$ cat src/common/tgcl_pkg.sv
// Package: register map, field positions, reset values and states for the traffic test block
`default_nettype none
package tgcl_pkg;
	localparam int unsigned TGCL_ADDR_W = 16;
	localparam int unsigned TGCL_DATA_W = 32;
	// Register byte addresses
	localparam logic [15:0] TGCL_GEN_CTRL_ADDR = 16'h9100;
	localparam logic [15:0] TGCL_PKT_LEN_ADDR = 16'h9104;
	localparam logic [15:0] TGCL_CHK_CTRL_ADDR = 16'h9108;
	localparam logic [15:0] TGCL_CHK_STAT_ADDR = 16'h910c;
	localparam logic [15:0] TGCL_WRAP_ADDR = 16'h9110;
	localparam logic [15:0] TGCL_INT_MASK_ADDR = 16'h9114;
	// Field positions
	localparam int unsigned TGCL_GEN_EN_BIT = 0;
	localparam int unsigned TGCL_CHK_EN_BIT = 0;
	localparam int unsigned TGCL_LPB_EN_BIT = 1;
	localparam int unsigned TGCL_MISMATCH_BIT = 0;
	localparam int unsigned TGCL_LEN_MSB = 15;
	// Reset values
	localparam logic [15:0] TGCL_PKT_LEN_RST = 16'h1000;
	localparam logic [31:0] TGCL_WRAP_RST = 32'h000001ff;
	// Bytes moved per data word
	localparam logic [15:0] TGCL_WORD_BYTES = 16'h0004;
	// Generator states
	typedef enum logic [2:0] {
		TGCL_IDLE = 3'b001,
		TGCL_SEND = 3'b010,
		TGCL_LAST = 3'b100
	} tgcl_gen_state_t;
endpackage : tgcl_pkg
`default_nettype wire

$ cat src/common/tgcl_seq_if.sv
// Interface: sequence counter control and value between top and counter
`timescale 1ns/1ps
`default_nettype none
interface tgcl_seq_if;
	logic restart;
	logic step;
	logic [31:0] limit;
	logic [31:0] value;
	modport owner (output restart, output step, output limit, input value);
	modport counter (input restart, input step, input limit, output value);
endinterface : tgcl_seq_if
`default_nettype wire

$ cat src/hw/tgcl_seq_counter.sv
// Wrapping sequence number counter
`timescale 1ns/1ps
`default_nettype none
module tgcl_seq_counter
	import tgcl_pkg::*;
(
	input wire logic clk,
	input wire logic nrst,
	tgcl_seq_if.counter seq
);
	logic [31:0] value;
	logic [31:0] base;
	logic at_limit;
	// A restart shows zero at once, so a word taken in that cycle is already in step
	assign base = seq.restart ? 32'h00000000 : value;
	// Wrap back to zero once the limit value has been used
	assign at_limit = (base >= seq.limit);
	assign seq.value = base;

	// A step counts on from the restarted value rather than being lost
	always_ff @(posedge clk) begin
		if (!nrst) begin
			value <= 32'h00000000;
		end else if (seq.step) begin
			value <= at_limit ? 32'h00000000 : base + 32'h00000001;
		end else if (seq.restart) begin
			value <= 32'h00000000;
		end
	end
endmodule : tgcl_seq_counter
`default_nettype wire

$ cat src/hw/tgcl_traffic_top.sv
// Traffic generator, checker and loopback with its register set
`timescale 1ns/1ps
`default_nettype none
module tgcl_traffic_top
	import tgcl_pkg::*;
(
	input wire logic clk,
	input wire logic nrst,
	input wire logic [15:0] reg_addr,
	input wire logic [31:0] reg_wdata,
	input wire logic reg_wr,
	input wire logic reg_rd,
	output logic [31:0] reg_rdata,
	output logic irq,
	output logic [31:0] card_to_host_channel_zero_data,
	output logic card_to_host_channel_zero_valid,
	output logic card_to_host_channel_zero_last,
	input wire logic card_to_host_channel_zero_ready,
	input wire logic [31:0] host_to_card_channel_zero_data,
	input wire logic host_to_card_channel_zero_valid,
	input wire logic host_to_card_channel_zero_last,
	output logic host_to_card_channel_zero_ready
);
	// Software-visible state
	logic gen_en;
	logic [15:0] pkt_len;
	logic chk_en;
	logic lpb_en;
	logic mismatch;
	logic [31:0] wrap_limit;
	logic int_mask;

	// Address decode
	logic sel_gen, sel_len, sel_chk, sel_stat, sel_wrap, sel_mask;
	assign sel_gen = (reg_addr == TGCL_GEN_CTRL_ADDR);
	assign sel_len = (reg_addr == TGCL_PKT_LEN_ADDR);
	assign sel_chk = (reg_addr == TGCL_CHK_CTRL_ADDR);
	assign sel_stat = (reg_addr == TGCL_CHK_STAT_ADDR);
	assign sel_wrap = (reg_addr == TGCL_WRAP_ADDR);
	assign sel_mask = (reg_addr == TGCL_INT_MASK_ADDR);

	// Register writes
	always_ff @(posedge clk) begin
		if (!nrst) begin
			gen_en <= 1'b0;
			pkt_len <= TGCL_PKT_LEN_RST;
			chk_en <= 1'b0;
			lpb_en <= 1'b0;
			wrap_limit <= TGCL_WRAP_RST;
			int_mask <= 1'b0;
		end else if (reg_wr) begin
			if (sel_gen) gen_en <= reg_wdata[TGCL_GEN_EN_BIT];
			if (sel_len) pkt_len <= reg_wdata[TGCL_LEN_MSB:0];
			if (sel_chk) begin
				chk_en <= reg_wdata[TGCL_CHK_EN_BIT];
				lpb_en <= reg_wdata[TGCL_LPB_EN_BIT];
			end
			if (sel_wrap) wrap_limit <= reg_wdata;
			if (sel_mask) int_mask <= reg_wdata[TGCL_MISMATCH_BIT];
		end
	end

	// Read mux; unmapped addresses read zero
	logic [31:0] rd_mux;
	assign rd_mux = sel_gen ? {31'h0, gen_en} :
		sel_len ? {16'h0000, pkt_len} :
		sel_chk ? {30'h0, lpb_en, chk_en} :
		sel_stat ? {31'h0, mismatch} :
		sel_wrap ? wrap_limit :
		sel_mask ? {31'h0, int_mask} : 32'h00000000;

	always_ff @(posedge clk) begin
		if (!nrst) begin
			reg_rdata <= 32'h00000000;
		end else begin
			reg_rdata <= reg_rd ? rd_mux : 32'h00000000;
		end
	end

	// Generator and checker each keep their own sequence counter
	tgcl_seq_if gen_seq ();
	tgcl_seq_if chk_seq ();

	tgcl_seq_counter u_gen_seq (
		.clk(clk),
		.nrst(nrst),
		.seq(gen_seq)
	);

	tgcl_seq_counter u_chk_seq (
		.clk(clk),
		.nrst(nrst),
		.seq(chk_seq)
	);

	// Enable rising edges restart the sequences
	logic gen_en_q, chk_en_q;
	always_ff @(posedge clk) begin
		if (!nrst) begin
			gen_en_q <= 1'b0;
			chk_en_q <= 1'b0;
		end else begin
			gen_en_q <= gen_en;
			chk_en_q <= chk_en;
		end
	end

	// Loopback takes priority over the generator on the outgoing channel
	logic gen_active;
	assign gen_active = gen_en && !lpb_en;

	// Generator state machine
	tgcl_gen_state_t state, next_state;
	logic [15:0] bytes_left, next_bytes_left;
	logic [15:0] len_eff;
	logic out_fire;
	logic gen_valid;
	logic gen_last;
	// A length below one word is raised to one word, so it sends one word
	assign len_eff = (pkt_len < TGCL_WORD_BYTES) ? TGCL_WORD_BYTES : pkt_len;
	assign gen_valid = (state == TGCL_SEND) || (state == TGCL_LAST);
	assign gen_last = (state == TGCL_LAST);
	assign out_fire = gen_valid && card_to_host_channel_zero_ready && !lpb_en;

	always_comb begin
		next_state = state;
		next_bytes_left = bytes_left;
		case (state)
			TGCL_IDLE: begin
				if (gen_active) begin
					next_bytes_left = len_eff;
					next_state = (len_eff <= TGCL_WORD_BYTES) ? TGCL_LAST : TGCL_SEND;
				end
			end
			TGCL_SEND: begin
				if (out_fire) begin
					next_bytes_left = bytes_left - TGCL_WORD_BYTES;
					if (next_bytes_left <= TGCL_WORD_BYTES) next_state = TGCL_LAST;
				end
			end
			TGCL_LAST: begin
				// A packet in flight always completes before the generator stops
				if (out_fire) next_state = TGCL_IDLE;
			end
			default: next_state = TGCL_IDLE;
		endcase
	end

	always_ff @(posedge clk) begin
		if (!nrst) begin
			state <= TGCL_IDLE;
			bytes_left <= 16'h0000;
		end else begin
			state <= next_state;
			bytes_left <= next_bytes_left;
		end
	end

	assign gen_seq.restart = gen_en && !gen_en_q;
	assign gen_seq.step = out_fire;
	assign gen_seq.limit = wrap_limit;

	// Incoming channel: ready follows loopback buffer space, otherwise always ready
	logic in_fire;
	logic out_ready_lpb;
	assign host_to_card_channel_zero_ready = lpb_en ? out_ready_lpb : 1'b1;
	assign in_fire = host_to_card_channel_zero_valid && host_to_card_channel_zero_ready;

	// Loopback holds one word; it is freed when the outgoing side accepts it
	logic lpb_full;
	logic [31:0] lpb_data;
	logic lpb_last;
	assign out_ready_lpb = !lpb_full || card_to_host_channel_zero_ready;

	always_ff @(posedge clk) begin
		if (!nrst) begin
			lpb_full <= 1'b0;
			lpb_data <= 32'h00000000;
			lpb_last <= 1'b0;
		end else if (!lpb_en) begin
			lpb_full <= 1'b0;
		end else if (in_fire) begin
			lpb_full <= 1'b1;
			lpb_data <= host_to_card_channel_zero_data;
			lpb_last <= host_to_card_channel_zero_last;
		end else if (card_to_host_channel_zero_ready) begin
			lpb_full <= 1'b0;
		end
	end

	assign card_to_host_channel_zero_valid = lpb_en ? lpb_full : gen_valid;
	assign card_to_host_channel_zero_last = lpb_en ? lpb_last : gen_last;
	assign card_to_host_channel_zero_data = lpb_en ? lpb_data : gen_seq.value;

	// Checker: each accepted word must equal the expected sequence number
	logic chk_fire;
	logic bad_word;
	assign chk_fire = chk_en && in_fire;
	assign bad_word = chk_fire && (host_to_card_channel_zero_data != chk_seq.value);
	assign chk_seq.restart = chk_en && !chk_en_q;
	assign chk_seq.step = chk_fire;
	assign chk_seq.limit = wrap_limit;

	// Sticky mismatch flag; a new mismatch wins over a clear in the same cycle
	logic stat_clr;
	assign stat_clr = reg_wr && sel_stat && reg_wdata[TGCL_MISMATCH_BIT];
	always_ff @(posedge clk) begin
		if (!nrst) begin
			mismatch <= 1'b0;
		end else if (bad_word) begin
			mismatch <= 1'b1;
		end else if (stat_clr) begin
			mismatch <= 1'b0;
		end
	end

	// Level interrupt while the unmasked flag stands
	assign irq = mismatch && int_mask;
endmodule : tgcl_traffic_top
`default_nettype wire

$ cat config.mk
export PLATFORM = sky130hd
export DESIGN_NAME = tgcl_traffic_top
export DESIGN_NICKNAME = d
export VERILOG_FILES = /design/src/common/tgcl_pkg.sv /design/src/common/tgcl_seq_if.sv /design/src/hw/tgcl_seq_counter.sv /design/src/hw/tgcl_traffic_top.sv
export SDC_FILE = /design/constraint.sdc
export NUM_CORES = 1
export LEC_CHECK = 0
export ABC_CLOCK_PERIOD_IN_PS = 5220
export BUFFER_PORTS_ARGS = -buffer_cell sky130_fd_sc_hd__buf_2
export CAP_MARGIN = 20
export CORE_MARGIN = 5
export CORE_UTILIZATION = 35
export DETAILED_ROUTE_END_ITERATION = 8
export RECOVER_POWER = 25
export SYNTH_ARGS = -nofsm -noshare
export SYNTH_HDL_FRONTEND = slang
export SYNTH_SLANG_ARGS = --single-unit
$ cat constraint.sdc
create_clock -name clk -period 5.22 [get_ports clk]
set_clock_uncertainty 0.1 [all_clocks]
set_input_delay 0.261 -clock clk [delete_from_list [all_inputs] [get_ports clk]]
set_output_delay 0.261 -clock clk [all_outputs]
set_load 0.02 [all_outputs]
# [Word level (Yosys, flattened, before mapping)]
# Cells that the tools add are included.
[totals] reg_bits=204 inputBits=87 out_inout_bits=68
[classes] addsub=3 order_cmp=5 eq_ne=14 n_mux=30 n_bitwise=2 reduce_logical=32
[ops] operator="two-way mux 32 bit" n=8
[ops] operator="== test 16 bit (second input constant)" n=6
[ops] operator="two-way mux 16 bit" n=6
[ops] operator="adder 32 x 1 -> 32 bit (second input constant)" n=2
[ops] operator="greater-or-equal comparator 32 bit" n=2
[ops] operator="less-or-equal comparator 16 x 3 -> 1 bit (second input constant)" n=2
[ops] operator="!= test 32 bit" n=1
[ops] operator="one-hot mux 16 bit (2 select lines)" n=1
[ops] operator="< comparator 16 x 3 -> 1 bit (second input constant)" n=1
[ops] operator="AND reduction 2 bit" n=8
[ops] operator="subtractor 16 x 3 -> 16 bit (second input constant)" n=1
[ops] operator="two-way mux 3 bit" n=5
[ops] operator="logical AND 1 bit" n=11
[ops] operator="two-way mux 1 bit" n=9
[ops] operator="one-hot mux 3 bit (3 select lines)" n=1
[ops] operator="!= test 2 bit (second input constant)" n=3
[ops] operator="nonzero test 2 bit" n=3
[ops] operator="OR reduction 6 bit" n=1
[ops] operator="logical NOT 1 bit" n=4
[ops] operator="AND reduction 4 bit" n=1
[ops] operator="== test 3 x 1 -> 1 bit (second input constant)" n=1
[ops] operator="== test 3 x 2 -> 1 bit (second input constant)" n=1
[ops] operator="== test 3 bit (second input constant)" n=1
[ops] operator="AND reduction 3 bit" n=1
[ops] operator="other kinds (4)" n=6

# [Depth between registers and ports, before layout]
[depth] depth_word=7 depth_mapped=13 ltp_nobuf=10

# [Modules after synthesis]
# A second synthesis with hierarchy kept.
[hier_totals] hier_cells=1390 hier_area_um2=11541.1
[by_module_without_submodules] module="tgcl_traffic_top" n_inst=1 cells_per_inst=754 area_per_inst_um2=6561.3 seq_area_each_um2=2802.7
[by_module_without_submodules] module="tgcl_seq_counter" n_inst=2 cells_per_inst=318 area_per_inst_um2=2489.9 seq_area_each_um2=640.6

# [Worst setup path after synthesis]
# OpenSTA, ideal clock, no wires.
[synth_path] kind="flip-flop to flip-flop" from="register gen_en_q" to="register u_gen_seq.value[11]" arrival_ns=2.874 path_slack_ns=2.168 stages_incl_launch_ff=14 path_buffers=3 synth_period_minus_slack_ns=3.052 path_cell_list="dfxtp_1 > nand2b_1 > clkbuf_1 > buf_1 > nand2_1 > inv_1 > ha_1 > a21o_1 > a221o_1 > a221o_1 > a22oi_1 > o21ai_1 > buf_2 > nor3_1"
[synth_via] elab_chain_cells=6 elab_cells_between_ends=7
[synth_rtl] element="from (decl)" line="tgcl_traffic_top.sv:97" rtl="logic gen_en_q, chk_en_q;"
[synth_rtl] element="from (signal assigned)" line="tgcl_traffic_top.sv:103" rtl="gen_en_q <= gen_en;"
[synth_rtl] element="logical NOT 1 bit *" line="tgcl_traffic_top.sv:159" rtl="assign gen_seq.restart = gen_en && !gen_en_q;"
[synth_rtl] element="logical AND 1 bit *" line="tgcl_traffic_top.sv:159"
[synth_rtl] element="two-way mux 32 bit *" line="tgcl_seq_counter.sv:15" rtl="assign base = seq.restart ? 32'h00000000 : value;"
[synth_rtl] element="adder 32 x 1 -> 32 bit or greater-or-equal comparator 32 bit (tied branches)" line="tgcl_seq_counter.sv:25, tgcl_seq_counter.sv:17"
[synth_rtl] element="two-way mux 32 bit" line="tgcl_seq_counter.sv:25" rtl="value <= at_limit ? 32'h00000000 : base + 32'h00000001;"
[synth_rtl] element="two-way mux 32 bit *" line="tgcl_seq_counter.sv:24" rtl="end else if (seq.step) begin"
[synth_rtl] element="to (signal assigned)" line="tgcl_seq_counter.sv:25"
[synth_rtl] element="to (decl)" line="tgcl_seq_counter.sv:11" rtl="logic [31:0] value;"
# Every way passes the cells marked *; elsewhere a longest branch is shown, timed or not.
# A chain may end at the register's enable or synchronous reset.

# [Worst setup path after layout]
[layout_path] from="register chk_en" to="register u_chk_seq.value[22]"
[layout_via] elab_chain_cells=5 elab_cells_between_ends=7
[layout_rtl] element="from (decl)" line="tgcl_traffic_top.sv:27" rtl="logic chk_en;"
[layout_rtl] element="from (signal assigned)" line="tgcl_traffic_top.sv:55" rtl="chk_en <= reg_wdata[TGCL_CHK_EN_BIT];"
[layout_rtl] element="logical AND 1 bit" line="tgcl_traffic_top.sv:200" rtl="assign chk_seq.restart = chk_en && !chk_en_q;"
[layout_rtl] element="two-way mux 32 bit"
[layout_rtl] element="adder 32 x 1 -> 32 bit or greater-or-equal comparator 32 bit (tied branches)" line="tgcl_seq_counter.sv:25, tgcl_seq_counter.sv:17"
[layout_rtl] element="two-way mux 32 bit" line="tgcl_seq_counter.sv:25"
[layout_rtl] element="two-way mux 32 bit *" line="tgcl_seq_counter.sv:24"
[layout_rtl] element="to (signal assigned)" line="tgcl_seq_counter.sv:25"
[layout_rtl] element="to (decl)" line="tgcl_seq_counter.sv:11"
# Marks and branches as above.

==> metrics.txt <==
critical hold path startpoint=host_to_card_channel_zero_data[5]; TritonCTS Sinks=roughly 200; Syn Std Cell Area=0.0116 mm^2; CTS HTree Levels=1; final hold violations=0; LEAKAGE=5.75 nW; post-route ant nets=0; Die ar.=between 0.03 and 0.04 mm^2; GR Overflow Total=0; fin crit period=approximately 4100 ps; sequential fraction of the synthesis area=around a third; Hold Crit Class=primary input to register; routed wire length=between 30000 and 40000 um; Yosys cell types=74; Tightest Pin Transition=~1800 ps; Post-CTS Resized=0; Gate Count Post-Synth=between 1000 and 1500; Switching Power=around 760 uW; # DRC=0; setup violators final=0; DP Worst Slack=between 1000 and 1500 ps; CTS Buffer Depth=3; Crit path required time=about 5600 ps; Post-Layout Cell Count=around 2100; P per Cell Area=about 250 mW/mm^2; critical path launch point=chk_en; FF-to-FF Start=chk_en; drt wl/cell=between 15 and 20 um; #FFs+latches synth=204; Initial Utilization=a little over a third; placed cell count=approximately 2000; CTS root buffer=clkbuf_16; Die Wd=between 150 and 200 um; vias in the first global route=around 11000; Die Y=around 190 um; relative slew slack=-17.1%; dpl hpwl=28400 um; largest net degree at the start of global routing=between 60 and 70; CP Capture Type=register; RSZ-0062 raised after global routing=false; Max VDD drop=around 0.20 mV; 1st-iter DRT viols=~840; area delta synth->final=21.6%; fillcell total=roughly 3300; Core ar.=around 0.033 mm^2; # nets final=1820; number of warnings issued by yosys=0; ys async rst share=0%; CTS buffer count=24; mean number of vias per cell=5.34; number of flops mapped to enable cells by yosys=0; ys flop type=dfxtp_1; Syn Area/Cell=7.79 um^2; Clk Latency, worst-skew pair=about 530 ps; WP data arrival=between 4000 and 5000 ps; final setup margin=approximately 1100 ps; register share of total power=~44%; iteration count of the initial detailed-routing pass=7; num ports=~160; antenna cells=0; Rows=66; ratio of cells with drive above 1 in the final layout=between 10% and 20%; initial antenna violation count=0; routability cong.=0.875; CP max FO=24; sw frac=a little over a fifth; combinational group share of total power=roughly 4.4%; Synthesized Nets=around 1600; CTS tree=done; failing checks=capacitance limit, slew limit; global-route wire length before repair=59300 um; max_cap viols=2; final period utilization=78.4%; clock share of power=51.5%; crit path kind=register to register; clock transition at the registers of the reported paths=roughly 60 ps; final core utilization=43.2%; routed vias=around 11000; startpoint types=register; Pint=roughly 2.8 mW; fmax=roughly 0.24 GHz; port bufs=around 150; TNS Setup=0 ps; status=finished, violations left; Slew Limit Fails=62; Total Routing Usage GR=about a fifth
## cell usage after synthesis (all sizes together), types with 3 or more instances
| cell type | number | area share [%] |
|---|---|---|
| a2111oi | 3 | 0.39 |
| a211oi | 6 | 0.39 |
| a21o | 17 | 1.1 |
| a21oi | 116 | 5.0 |
| a22o | 17 | 1.3 |
| a22oi | 5 | 0.32 |
| a31oi | 20 | 1.1 |
| and2 | 42 | 2.3 |
| and3 | 19 | 1.0 |
| and4 | 7 | 0.53 |
| buf | 31 | 1.7 |
| clkbuf | 48 | 1.6 |
| dfxtp | 204 | 35 |
| ha | 69 | 7.4 |
| inv | 81 | 2.6 |
| mux2 | 5 | 0.49 |
| mux2i | 6 | 0.52 |
| nand2 | 262 | 8.5 |
| nand2b | 13 | 0.70 |
| nand3 | 53 | 2.3 |
| nand4 | 31 | 1.7 |
| nor2 | 127 | 4.2 |
| nor2b | 12 | 0.65 |
| nor3 | 31 | 1.6 |
| nor3b | 3 | 0.19 |
| nor4 | 30 | 1.8 |
| nor4b | 4 | 0.54 |
| nor4bb | 16 | 1.4 |
| o211ai | 14 | 0.91 |
| o21a | 6 | 0.39 |
| o21ai | 54 | 2.3 |
| o22ai | 5 | 0.27 |
| o31ai | 3 | 0.19 |
| o32ai | 16 | 1.2 |
| or2 | 4 | 0.22 |
| or3 | 4 | 0.26 |
| or4 | 3 | 0.19 |
| xnor2 | 58 | 4.4 |
| xor2 | 18 | 1.4 |
## area by class of cell
class / instances / area (um^2) / area share (%)
clock buffer: 34 / 709 / 5.03
clock inverter: 9 / 149 / 1.06
sequential: 204 / 4090 / 29.0
multi-input combinational: 1122 / 6830 / 48.5
tap: 442 / 553 / 3.92
timing repair buffer: 230 / 1450 / 10.3
inverter: 82 / 308 / 2.18
## metal layers
metal  share of wire, %  track usage, %
met5                  0               0
met4                3.7            6.80
met3                7.2            3.14
met2                 44            32.1
met1                 45            27.9
## flip-flops by register name, summed over array words and instances (netlist names), 3 cells and up
register         flops
bytes_left          16
chk_seq.limit       32
u_chk_seq.value     32
reg_rdata           32
state                3
lpb_data            32
pkt_len             16
u_gen_seq.value     32
## path summary, 6_finish.rpt
check                   endpoint  slack (ps)  cells after the start
max          u_chk_seq.value[22]        1130                     11
min                  lpb_data[5]          30                      3
max reg2reg  u_chk_seq.value[22]        1130                     11
min reg2reg    chk_seq.limit[23]         350                      2
## per-stage QoR
step	power (mW)	hold slack (ps)	cell area (um^2)
floorplan	1.64	285	11600
global placement	1.71	340	12600
detailed placement	1.71	346	12600
CTS	3.56	1.35	14100
global route	3.64	11.2	14100
finish	3.53	25.5	14100
## power groups by stage
stage | Clock (mW) | Combinational [mW] | Sequential, mW
finish | 1.82 | 0.155 | 1.56
CTS | 1.85 | 0.154 | 1.56
detailed placement | 0 | 0.117 | 1.59
floorplan | 0 | 0.0448 | 1.59
global route | 1.92 | 0.165 | 1.56
global placement | 0 | 0.116 | 1.59
## repair_timing
action                                  in CTS  in global routing
buffers inserted                             0                  0
hold endpoints to repair                    82                  0
endpoints found under the setup margin       0                  0
hold buffers                                63                  0
## cells by family after synthesis
| family | share of synthesized area [%] |
|---|---|
| XOR/XNOR | 5.74 |
| multiplexers | 1.00 |
| adder cells (fa/ha/maj) | 7.45 |
| AO/OA/AOI/OAI | 16.2 |
| flip-flops | 35.2 |
| AND/OR/NAND/NOR | 28.5 |
| buffers and inverters | 5.92 |
## placed cells by master, fill, tap and decap left out, types with 4 or more instances in the layout
cell             n
nand4_1         30
xnor2_1         58
a21o_1          17
o22ai_1          4
o21a_1           6
a211oi_1         6
nor2_1         126
nand2b_1        13
nor4bb_1        16
o211ai_1        14
a22o_1          17
a21oi_1        116
xor2_1          18
mux2i_1          6
and2_0           4
o21ai_0         53
dfxtp_1        203
clkbuf_1        39
dlygate4sd3_1   63
nand2_1        262
bufinv_16        4
clkbuf_8         5
ha_1            69
o32ai_1         16
inv_1           81
buf_4           12
a31oi_1         20
and2_1          38
and4_1           7
buf_2          120
nor2b_1         11
nor4_1          28
nand3_1         53
and3_1          19
clkbuf_16       25
mux2_2           5
clkinv_2         4
a22oi_1          5
nor3_1          27
## critical path, cell delays in order, from the launching register on
cell and delay (ps):
dfxtp_1 430, nand2b_1 430, buf_4 360, and2_1 190, ha_1 320, a21oi_1 140, o21a_1 140, o21ai_0 80
a2111oi_0 900, o22ai_2 420, buf_4 330, nor3_1 170
Note: power is estimated with default switching activity, not from simulation.
